--- src/slpem_pkg.sv ---
/*
  Package of the serial link parameter and error monitor register slice.
  Assumes an 8-bit register port with a 12-bit address on one clock.
*/
// What this block does
// Five-bit samples-minus-one field, reset zero.
// Host sets density bit from octets per frame; slpem_host passes req_wdata through unchanged.
// Host keeps control words field at zero; slpem_host writes req_wdata unchanged.
// Lane-zero checksum register resets to 0x45.
// Readback returns selected lane error counter.
// Write-only lane index selects readback lane.
// Counter kind 00 disparity, 01 table, 10 control.
// Deskew enable per lane, resets to 0xF.
// Disparity flag sets at count threshold.
// Bit 7 write clears lane disparity interrupt.
// Bit 6 write stops lane disparity counting.
// Bit 5 write clears lane disparity counter.
// Command bits are single pulses, zero ignored.
`default_nettype none
package slpem_pkg;
    localparam int SLPEM_AW = 12;
    localparam int SLPEM_LANES = 8;
    localparam logic [11:0] SLPEM_ADDR_SAMPLES = 12'h459;
    localparam logic [11:0] SLPEM_ADDR_DENSITY = 12'h45A;
    localparam logic [11:0] SLPEM_ADDR_SPARE1 = 12'h45B;
    localparam logic [11:0] SLPEM_ADDR_SPARE2 = 12'h45C;
    localparam logic [11:0] SLPEM_ADDR_CHECKSUM = 12'h45D;
    localparam logic [11:0] SLPEM_ADDR_ERRMON = 12'h46B;
    localparam logic [11:0] SLPEM_ADDR_DESKEW = 12'h46C;
    localparam logic [11:0] SLPEM_ADDR_DISPARITY = 12'h46D;
    localparam logic [11:0] SLPEM_ADDR_THRESHOLD = 12'h47C;
    localparam logic [11:0] SLPEM_ADDR_CHKMODE = 12'h300;
    localparam logic [7:0] SLPEM_RST_SAMPLES = 8'h20;
    localparam logic [7:0] SLPEM_RST_DENSITY = 8'h80;
    localparam logic [7:0] SLPEM_RST_SPARE = 8'h00;
    localparam logic [7:0] SLPEM_RST_CHECKSUM = 8'h45;
    localparam logic [7:0] SLPEM_RST_DESKEW = 8'h0F;
    localparam logic [7:0] SLPEM_RST_THRESHOLD = 8'hFF;
    localparam logic [7:0] SLPEM_RST_CHKMODE = 8'h00;
    localparam int SLPEM_CHKMODE_BIT = 6;
    localparam int SLPEM_DENSITY_BIT = 7;
    localparam int SLPEM_SEL_LANE_LSB = 4;
    localparam int SLPEM_IRQ_CLR_BIT = 7;
    localparam int SLPEM_CNT_STOP_BIT = 6;
    localparam int SLPEM_CNT_CLR_BIT = 5;
    localparam logic [1:0] SLPEM_KIND_DISP = 2'h0;
    localparam logic [1:0] SLPEM_KIND_NIT = 2'h1;
    localparam logic [1:0] SLPEM_KIND_UCC = 2'h2;
    typedef enum logic [2:0] {
        SLPEM_H_IDLE = 3'b001,
        SLPEM_H_WRITE = 3'b010,
        SLPEM_H_READ = 3'b100
    } slpem_host_e;
endpackage
`default_nettype wire

--- src/slpem_if.sv ---
/*
  Register port joining the host end and the device end.
  Assumes both ends share clk_sys; read data is valid one cycle after the read strobe.
*/
`default_nettype none
interface slpem_if;
    logic wr_en;
    logic rd_en;
    logic [11:0] addr;
    logic [7:0] wdata;
    logic [7:0] rdata;
    logic rvalid;
    modport device (input wr_en, input rd_en, input addr, input wdata,
                    output rdata, output rvalid);
    modport host (output wr_en, output rd_en, output addr, output wdata,
                  input rdata, input rvalid);
endinterface
`default_nettype wire

--- src/slpem_device.sv ---
/*
  Device end: link parameter registers, error counters, disparity flags.
  Assumes error events are one-cycle pulses on clk_sys, one bit per lane.
*/
`default_nettype none
module slpem_device
    import slpem_pkg::*;
#(
    parameter int LANES = SLPEM_LANES
) (
    input wire logic clk_sys,
    input wire logic reset,
    slpem_if.device bus,
    input wire logic [LANES-1:0] disp_err,
    input wire logic [LANES-1:0] nit_err,
    input wire logic [LANES-1:0] ucc_err,
    output logic [LANES-1:0] lane_align_enable,
    output logic [LANES-1:0] disparity_irq,
    output logic checksum_mode,
    output logic [4:0] samples_minus_one
);
    logic [7:0] samples_q, samples_d;
    logic [7:0] density_q, density_d;
    logic [7:0] spare1_q, spare1_d, spare2_q, spare2_d;
    logic [7:0] chk_q, chk_d, deskew_q, deskew_d;
    logic [7:0] thr_q, thr_d, mode_q, mode_d;
    logic [2:0] mon_lane_q, mon_lane_d;
    logic [1:0] mon_kind_q, mon_kind_d;
    logic [7:0] rdata_q, rdata_d;
    logic rvalid_q, rvalid_d;
    logic [7:0] disp_cnt_q [LANES], disp_cnt_d [LANES];
    logic [7:0] nit_cnt_q [LANES], nit_cnt_d [LANES];
    logic [7:0] ucc_cnt_q [LANES], ucc_cnt_d [LANES];
    logic [LANES-1:0] flags_q, flags_d, stop_q, stop_d;
    logic cmd_wr;
    logic [2:0] cmd_lane;
    logic [7:0] sel_cnt;

    assign cmd_wr = bus.wr_en && bus.addr == SLPEM_ADDR_DISPARITY;
    assign cmd_lane = bus.wdata[2:0];

    always_comb begin
        samples_d = samples_q;
        density_d = density_q;
        spare1_d = spare1_q;
        spare2_d = spare2_q;
        chk_d = chk_q;
        deskew_d = deskew_q;
        thr_d = thr_q;
        mode_d = mode_q;
        mon_lane_d = mon_lane_q;
        mon_kind_d = mon_kind_q;
        if (bus.wr_en) begin
            if (bus.addr == SLPEM_ADDR_SAMPLES) begin
                samples_d = bus.wdata;
            end else if (bus.addr == SLPEM_ADDR_DENSITY) begin
                density_d = bus.wdata;
            end else if (bus.addr == SLPEM_ADDR_SPARE1) begin
                spare1_d = bus.wdata;
            end else if (bus.addr == SLPEM_ADDR_SPARE2) begin
                spare2_d = bus.wdata;
            end else if (bus.addr == SLPEM_ADDR_CHECKSUM) begin
                chk_d = bus.wdata;
            end else if (bus.addr == SLPEM_ADDR_ERRMON) begin
                mon_lane_d = bus.wdata[SLPEM_SEL_LANE_LSB +: 3];
                mon_kind_d = bus.wdata[1:0];
            end else if (bus.addr == SLPEM_ADDR_DESKEW) begin
                deskew_d = bus.wdata;
            end else if (bus.addr == SLPEM_ADDR_THRESHOLD) begin
                thr_d = bus.wdata;
            end else if (bus.addr == SLPEM_ADDR_CHKMODE) begin
                mode_d = bus.wdata;
            end
        end
    end

    always_comb begin
        flags_d = flags_q;
        stop_d = stop_q;
        for (int i = 0; i < LANES; i++) begin
            disp_cnt_d[i] = disp_cnt_q[i];
            nit_cnt_d[i] = nit_cnt_q[i];
            ucc_cnt_d[i] = ucc_cnt_q[i];
            if (disp_err[i] && !stop_q[i] && disp_cnt_q[i] != 8'hFF) begin
                disp_cnt_d[i] = disp_cnt_q[i] + 8'h01;
            end
            if (nit_err[i] && nit_cnt_q[i] != 8'hFF) begin
                nit_cnt_d[i] = nit_cnt_q[i] + 8'h01;
            end
            if (ucc_err[i] && ucc_cnt_q[i] != 8'hFF) begin
                ucc_cnt_d[i] = ucc_cnt_q[i] + 8'h01;
            end
            if (cmd_wr && cmd_lane == i[2:0]) begin
                if (bus.wdata[SLPEM_IRQ_CLR_BIT]) begin
                    flags_d[i] = 1'b0;
                end
                if (bus.wdata[SLPEM_CNT_STOP_BIT]) begin
                    stop_d[i] = 1'b1;
                end
                if (bus.wdata[SLPEM_CNT_CLR_BIT]) begin
                    disp_cnt_d[i] = 8'h00;
                end
            end
            // A threshold hit in the same cycle as a clear leaves the flag set.
            if (disp_cnt_q[i] >= thr_q) begin
                flags_d[i] = 1'b1;
            end
        end
    end

    always_comb begin
        sel_cnt = 8'h00;
        if (mon_lane_q < LANES) begin
            case (mon_kind_q)
                SLPEM_KIND_DISP: sel_cnt = disp_cnt_q[mon_lane_q];
                SLPEM_KIND_NIT: sel_cnt = nit_cnt_q[mon_lane_q];
                SLPEM_KIND_UCC: sel_cnt = ucc_cnt_q[mon_lane_q];
                default: sel_cnt = 8'h00;
            endcase
        end
        rvalid_d = bus.rd_en;
        rdata_d = 8'h00;
        if (bus.rd_en) begin
            if (bus.addr == SLPEM_ADDR_SAMPLES) begin
                rdata_d = samples_q;
            end else if (bus.addr == SLPEM_ADDR_DENSITY) begin
                rdata_d = density_q;
            end else if (bus.addr == SLPEM_ADDR_SPARE1) begin
                rdata_d = spare1_q;
            end else if (bus.addr == SLPEM_ADDR_SPARE2) begin
                rdata_d = spare2_q;
            end else if (bus.addr == SLPEM_ADDR_CHECKSUM) begin
                rdata_d = chk_q;
            end else if (bus.addr == SLPEM_ADDR_ERRMON) begin
                rdata_d = sel_cnt;
            end else if (bus.addr == SLPEM_ADDR_DESKEW) begin
                rdata_d = deskew_q;
            end else if (bus.addr == SLPEM_ADDR_DISPARITY) begin
                rdata_d = 8'(flags_q);
            end else if (bus.addr == SLPEM_ADDR_THRESHOLD) begin
                rdata_d = thr_q;
            end else if (bus.addr == SLPEM_ADDR_CHKMODE) begin
                rdata_d = mode_q;
            end
        end
    end

    always_ff @(posedge clk_sys or posedge reset) begin
        if (reset) begin
            samples_q <= SLPEM_RST_SAMPLES;
            density_q <= SLPEM_RST_DENSITY;
            spare1_q <= SLPEM_RST_SPARE;
            spare2_q <= SLPEM_RST_SPARE;
            chk_q <= SLPEM_RST_CHECKSUM;
            deskew_q <= SLPEM_RST_DESKEW;
            thr_q <= SLPEM_RST_THRESHOLD;
            mode_q <= SLPEM_RST_CHKMODE;
            mon_lane_q <= 3'h0;
            mon_kind_q <= 2'h0;
        end else begin
            samples_q <= samples_d;
            density_q <= density_d;
            spare1_q <= spare1_d;
            spare2_q <= spare2_d;
            chk_q <= chk_d;
            deskew_q <= deskew_d;
            thr_q <= thr_d;
            mode_q <= mode_d;
            mon_lane_q <= mon_lane_d;
            mon_kind_q <= mon_kind_d;
        end
    end

    always_ff @(posedge clk_sys or posedge reset) begin
        if (reset) begin
            flags_q <= '0;
            stop_q <= '0;
            for (int i = 0; i < LANES; i++) begin
                disp_cnt_q[i] <= 8'h00;
                nit_cnt_q[i] <= 8'h00;
                ucc_cnt_q[i] <= 8'h00;
            end
        end else begin
            flags_q <= flags_d;
            stop_q <= stop_d;
            disp_cnt_q <= disp_cnt_d;
            nit_cnt_q <= nit_cnt_d;
            ucc_cnt_q <= ucc_cnt_d;
        end
    end

    always_ff @(posedge clk_sys or posedge reset) begin
        if (reset) begin
            rdata_q <= 8'h00;
            rvalid_q <= 1'b0;
        end else begin
            rdata_q <= rdata_d;
            rvalid_q <= rvalid_d;
        end
    end

    assign bus.rdata = rdata_q;
    assign bus.rvalid = rvalid_q;
    assign lane_align_enable = deskew_q[LANES-1:0];
    assign disparity_irq = flags_q;
    assign checksum_mode = mode_q[SLPEM_CHKMODE_BIT];
    assign samples_minus_one = samples_q[4:0];
endmodule // slpem_device
`default_nettype wire

--- src/flat_wrapper.sv ---
// flat-port wrapper written by rule: the top's interface ports become plain ports
module slpem_device_flat import slpem_pkg::*;
#(
    parameter int LANES = SLPEM_LANES
)
  (clk_sys, reset, disp_err, nit_err, ucc_err, lane_align_enable, disparity_irq, checksum_mode, samples_minus_one, bus_wr_en, bus_rd_en, bus_addr, bus_wdata, bus_rdata, bus_rvalid);
  slpem_if bus_i ();
  input wire logic clk_sys;
  input wire logic reset;
  input wire logic [LANES-1:0] disp_err;
  input wire logic [LANES-1:0] nit_err;
  input wire logic [LANES-1:0] ucc_err;
  output logic [LANES-1:0] lane_align_enable;
  output logic [LANES-1:0] disparity_irq;
  output logic checksum_mode;
  output logic [4:0] samples_minus_one;
  input wire logic [$bits(bus_i.wr_en)-1:0] bus_wr_en;
  input wire logic [$bits(bus_i.rd_en)-1:0] bus_rd_en;
  input wire logic [$bits(bus_i.addr)-1:0] bus_addr;
  input wire logic [$bits(bus_i.wdata)-1:0] bus_wdata;
  output wire logic [$bits(bus_i.rdata)-1:0] bus_rdata;
  output wire logic [$bits(bus_i.rvalid)-1:0] bus_rvalid;
  assign bus_i.wr_en = bus_wr_en;
  assign bus_i.rd_en = bus_rd_en;
  assign bus_i.addr = bus_addr;
  assign bus_i.wdata = bus_wdata;
  assign bus_rdata = bus_i.rdata;
  assign bus_rvalid = bus_i.rvalid;
  slpem_device #(.LANES(LANES)) u_core (.clk_sys(clk_sys), .reset(reset), .bus(bus_i), .disp_err(disp_err), .nit_err(nit_err), .ucc_err(ucc_err), .lane_align_enable(lane_align_enable), .disparity_irq(disparity_irq), .checksum_mode(checksum_mode), .samples_minus_one(samples_minus_one));
endmodule
--- config.mk ---
export PLATFORM = sky130hd
export DESIGN_NAME = slpem_device_flat
export DESIGN_NICKNAME = d
export VERILOG_FILES = /design/src/slpem_pkg.sv /design/src/slpem_if.sv /design/src/slpem_device.sv /design/src/flat_wrapper.sv
export SDC_FILE = /design/constraint.sdc
export NUM_CORES = 1
export LEC_CHECK = 0
export ABC_AREA = 0
export BUFFER_PORTS_ARGS = -buffer_cell sky130_fd_sc_hd__clkbuf_2
export CORE_MARGIN = 1.5
export CORE_UTILIZATION = 45
export CTS_CLUSTER_DIAMETER = 60
export CTS_CLUSTER_SIZE = 8
export DETAILED_ROUTE_END_ITERATION = 6
export PLACE_DENSITY = 0.7
export SYNTH_ARGS = -nofsm -noshare
export SYNTH_HDL_FRONTEND = slang
export SYNTH_SLANG_ARGS = --single-unit
--- constraint.sdc ---
create_clock -name clk_sys -period 13.5 [get_ports clk_sys]
set_input_delay 2.7 -clock clk_sys [delete_from_list [all_inputs] [get_ports clk_sys]]
set_output_delay 2.7 -clock clk_sys [all_outputs]
set_load 0.01 [all_outputs]
==> impl_metrics.ini <==
[clocking]
post-cts-setup-buffers = 0
cts.path.max_buffers = 3
h-tree-depth = 2
cts_num_sinks = 286
cts-root-buf = clkbuf_16
numCtsBuffers = 41
cts_resized = 0
cts_hold_buf = 0
path_clk_slew_ns = 0.05
clock_latency_ns = 0.53
cts_tree = yes

[synth]
yosysUniqueCellTypes = 66
syn_area_per_cell_sq_um = 11.1
ys.flop_type = dfrtp_1
ys_ff_latch = 286
synth_fp_nets = 1597
ys_warn_count = 0
synth_edf_count = 0
synth_area_sq_mm = 0.0162
ys_seq_area_frac = 0.444
ys_async_sr_fraction = 1.00
synth_cells = 1461

[timing]
fin_crit_ns = 5.01
period_share = 0.371
hold_viol = 0
grt_setup_unrepaired = false
finalMaxSlewViolations = 0
skew_ns = 0.0239
hold_slack_ns = 0.463
finalSetupViolations = 0
max_freq_mhz = 200
tightest_slew_ns = 1.08
slew_headroom = 0.266
tns_ns = 0

[placement]
gp_congestion = 0.905
dp_cells = 1964
placed_area_sq_mm = 0.0170
dp_hpwl_um = 29700
port-buffer-count = 78

[worst_setup_path]
crit_path_max_fanout = 14
startpoint_type = primary input
cp_cell_sequence = clkbuf_2, nor4bb_1, nand4_1, or4b_2, a221o_1
critPathTopFamily = simple AND/OR/NAND/NOR gates
cp_slowest_cell = nor4bb_1
cp_num_buf_inv = 1
cp_slowest_stage_delay_ns = 0.87
cp.arrival_ns = 5.42
critPathCaptureType = register
path_class = in2reg
cp.required_ns = 13.92

[grt]
grt_pass1_wl_um = 66400
first_global_vias = 11900
grt-ovfl-total = 0
grt_max_degree = 109
track_usage = 0.232
antenna_found_initial = 0

[power_and_ir_drop]
p_total_mw = 2.95
p_leak_nw = 8.01
cellPowerDensity_mw_per_mm2 = 163
vdd_drop_max_mv = 0.122

[layout]
layout_common_cells = 267 x dfrtp_1, 120 x nor2_1, 110 x xnor2_1, 98 x nand2_1, 88 x ha_1
drive_gt1_frac = 0.188
diodes = 0
stdcell_count = 2024
finalInstanceArea_sq_mm = 0.0181
fin_nets = 1682
final_common_cell = dfrtp_1
synthToLayoutAreaGrowth_pct = 12.1
reg.largest.list = u_core.disp_cnt_q: 64 flops, u_core.nit_cnt_q: 64 flops, u_core.ucc_cnt_q: 64 flops

[run_status]
status = completed

[drt]
ant_nets = 0
drc = 0
dr.pass1.iters = 7
viasPerCell = 5.91
wl_um = 41500
drtIter0Drc = 858
via_count = 12000
wl_per_cell_um = 20.5

[floorplanning]
die_h_um = 193
dieArea_sq_mm = 0.0371
core_sq_mm = 0.0355
fp.dieW_um = 193
ioPinCount = 79
start_util = 0.456
rows = 69

[run]
cap_violations = 0

[hold_path]
hold_class = reg2reg
power by group:
part           leakage, nW  switching, mW  total (mW)  internal [mW]
Clock                0.534          0.362       0.913          0.551
Sequential            3.57          0.301        1.37           1.07
Combinational         3.91          0.318       0.667          0.349
cell usage after synthesis, types with 19 or more instances:
master    count  area (sq um)
xor2_1       58           508
nor2_1      120           450
nand3_1      55           275
nand4_1      65           407
o21ai_0      38           190
clkbuf_1     19          71.3
mux2i_1      44           440
a21oi_1      28           140
ha_1         88          1100
xnor2_1     110           963
nand2_1      98           368
mux2_2       83           935
inv_1        62           233
dfrtp_1     269          6730
mux4_2       42           946
and3_1       21           131
through the flow:
stage / util / setup WS (ns)
finish: 0.511 / 8.49
global route: 0.511 / 8.37
CTS: 0.511 / 8.57
detailed placement: 0.479 / 8.03
global placement: 0.479 / 8.06
floorplan: - / 2.94
routing by layer:
metal	GRT usage	up-vias	share of wire
met5	0	-	0
met1	0.325	5985	0.45
met3	0.0295	84	0.059
li1	-	5518	-
met2	0.373	380	0.47
met4	0.0710	0	0.028
final timing paths:
path / slack, ns / endpoint / cells past startpoint / start
setup reg to reg: 10.20 / u_core.bus.rdata[6]$_DFF_PP0_ / 6 / u_core.mon_lane_q[0]$_DFFE_PP0P_
hold reg to reg: 0.46 / u_core.stop_q[4]$_DFFE_PP0P_ / 2 / u_core.stop_q[4]$_DFFE_PP0P_
min in group asynchronous: 2.30 / u_core.density_q[2]$_DFFE_PP0P_ / 2 / reset
setup / recovery: 8.49 / u_core.disparity_irq[3]$_DFFE_PP0P_ / 5 / bus_addr[2]
hold / removal: 0.46 / u_core.stop_q[4]$_DFFE_PP0P_ / 2 / u_core.stop_q[4]$_DFFE_PP0P_
max in group asynchronous: 9.03 / u_core.ucc_cnt_q[33]$_DFFE_PP0P_ / 4 / reset
worst min-delay path, cell delays in order, from the launching register on:
cell and delay, ns:
dfrtp_1 0.32, inv_1 0.05, o21ai_0 0.06
cell type report:
type / instances / area (sq um)
inverters: 62 / 240
clock inverters: 2 / 17.5
multi-input cells: 1069 / 8560
flip-flops and latches: 286 / 7180
fillers: 3170 / 17400
clock buffers: 58 / 1090
repair buffers: 86 / 450
well taps: 461 / 577
cell families after synthesis:
group | after synthesis | synth area share
adder cells (fa/ha/maj) | 88 | 0.0681
buffers and inverters | 106 | 0.0277
XOR/XNOR | 168 | 0.0910
multiplexers | 169 | 0.144
AO/OA/AOI/OAI | 184 | 0.0790
AND/OR/NAND/NOR | 460 | 0.147
flip-flops | 286 | 0.444
Power figures use the tool's default switching activity.
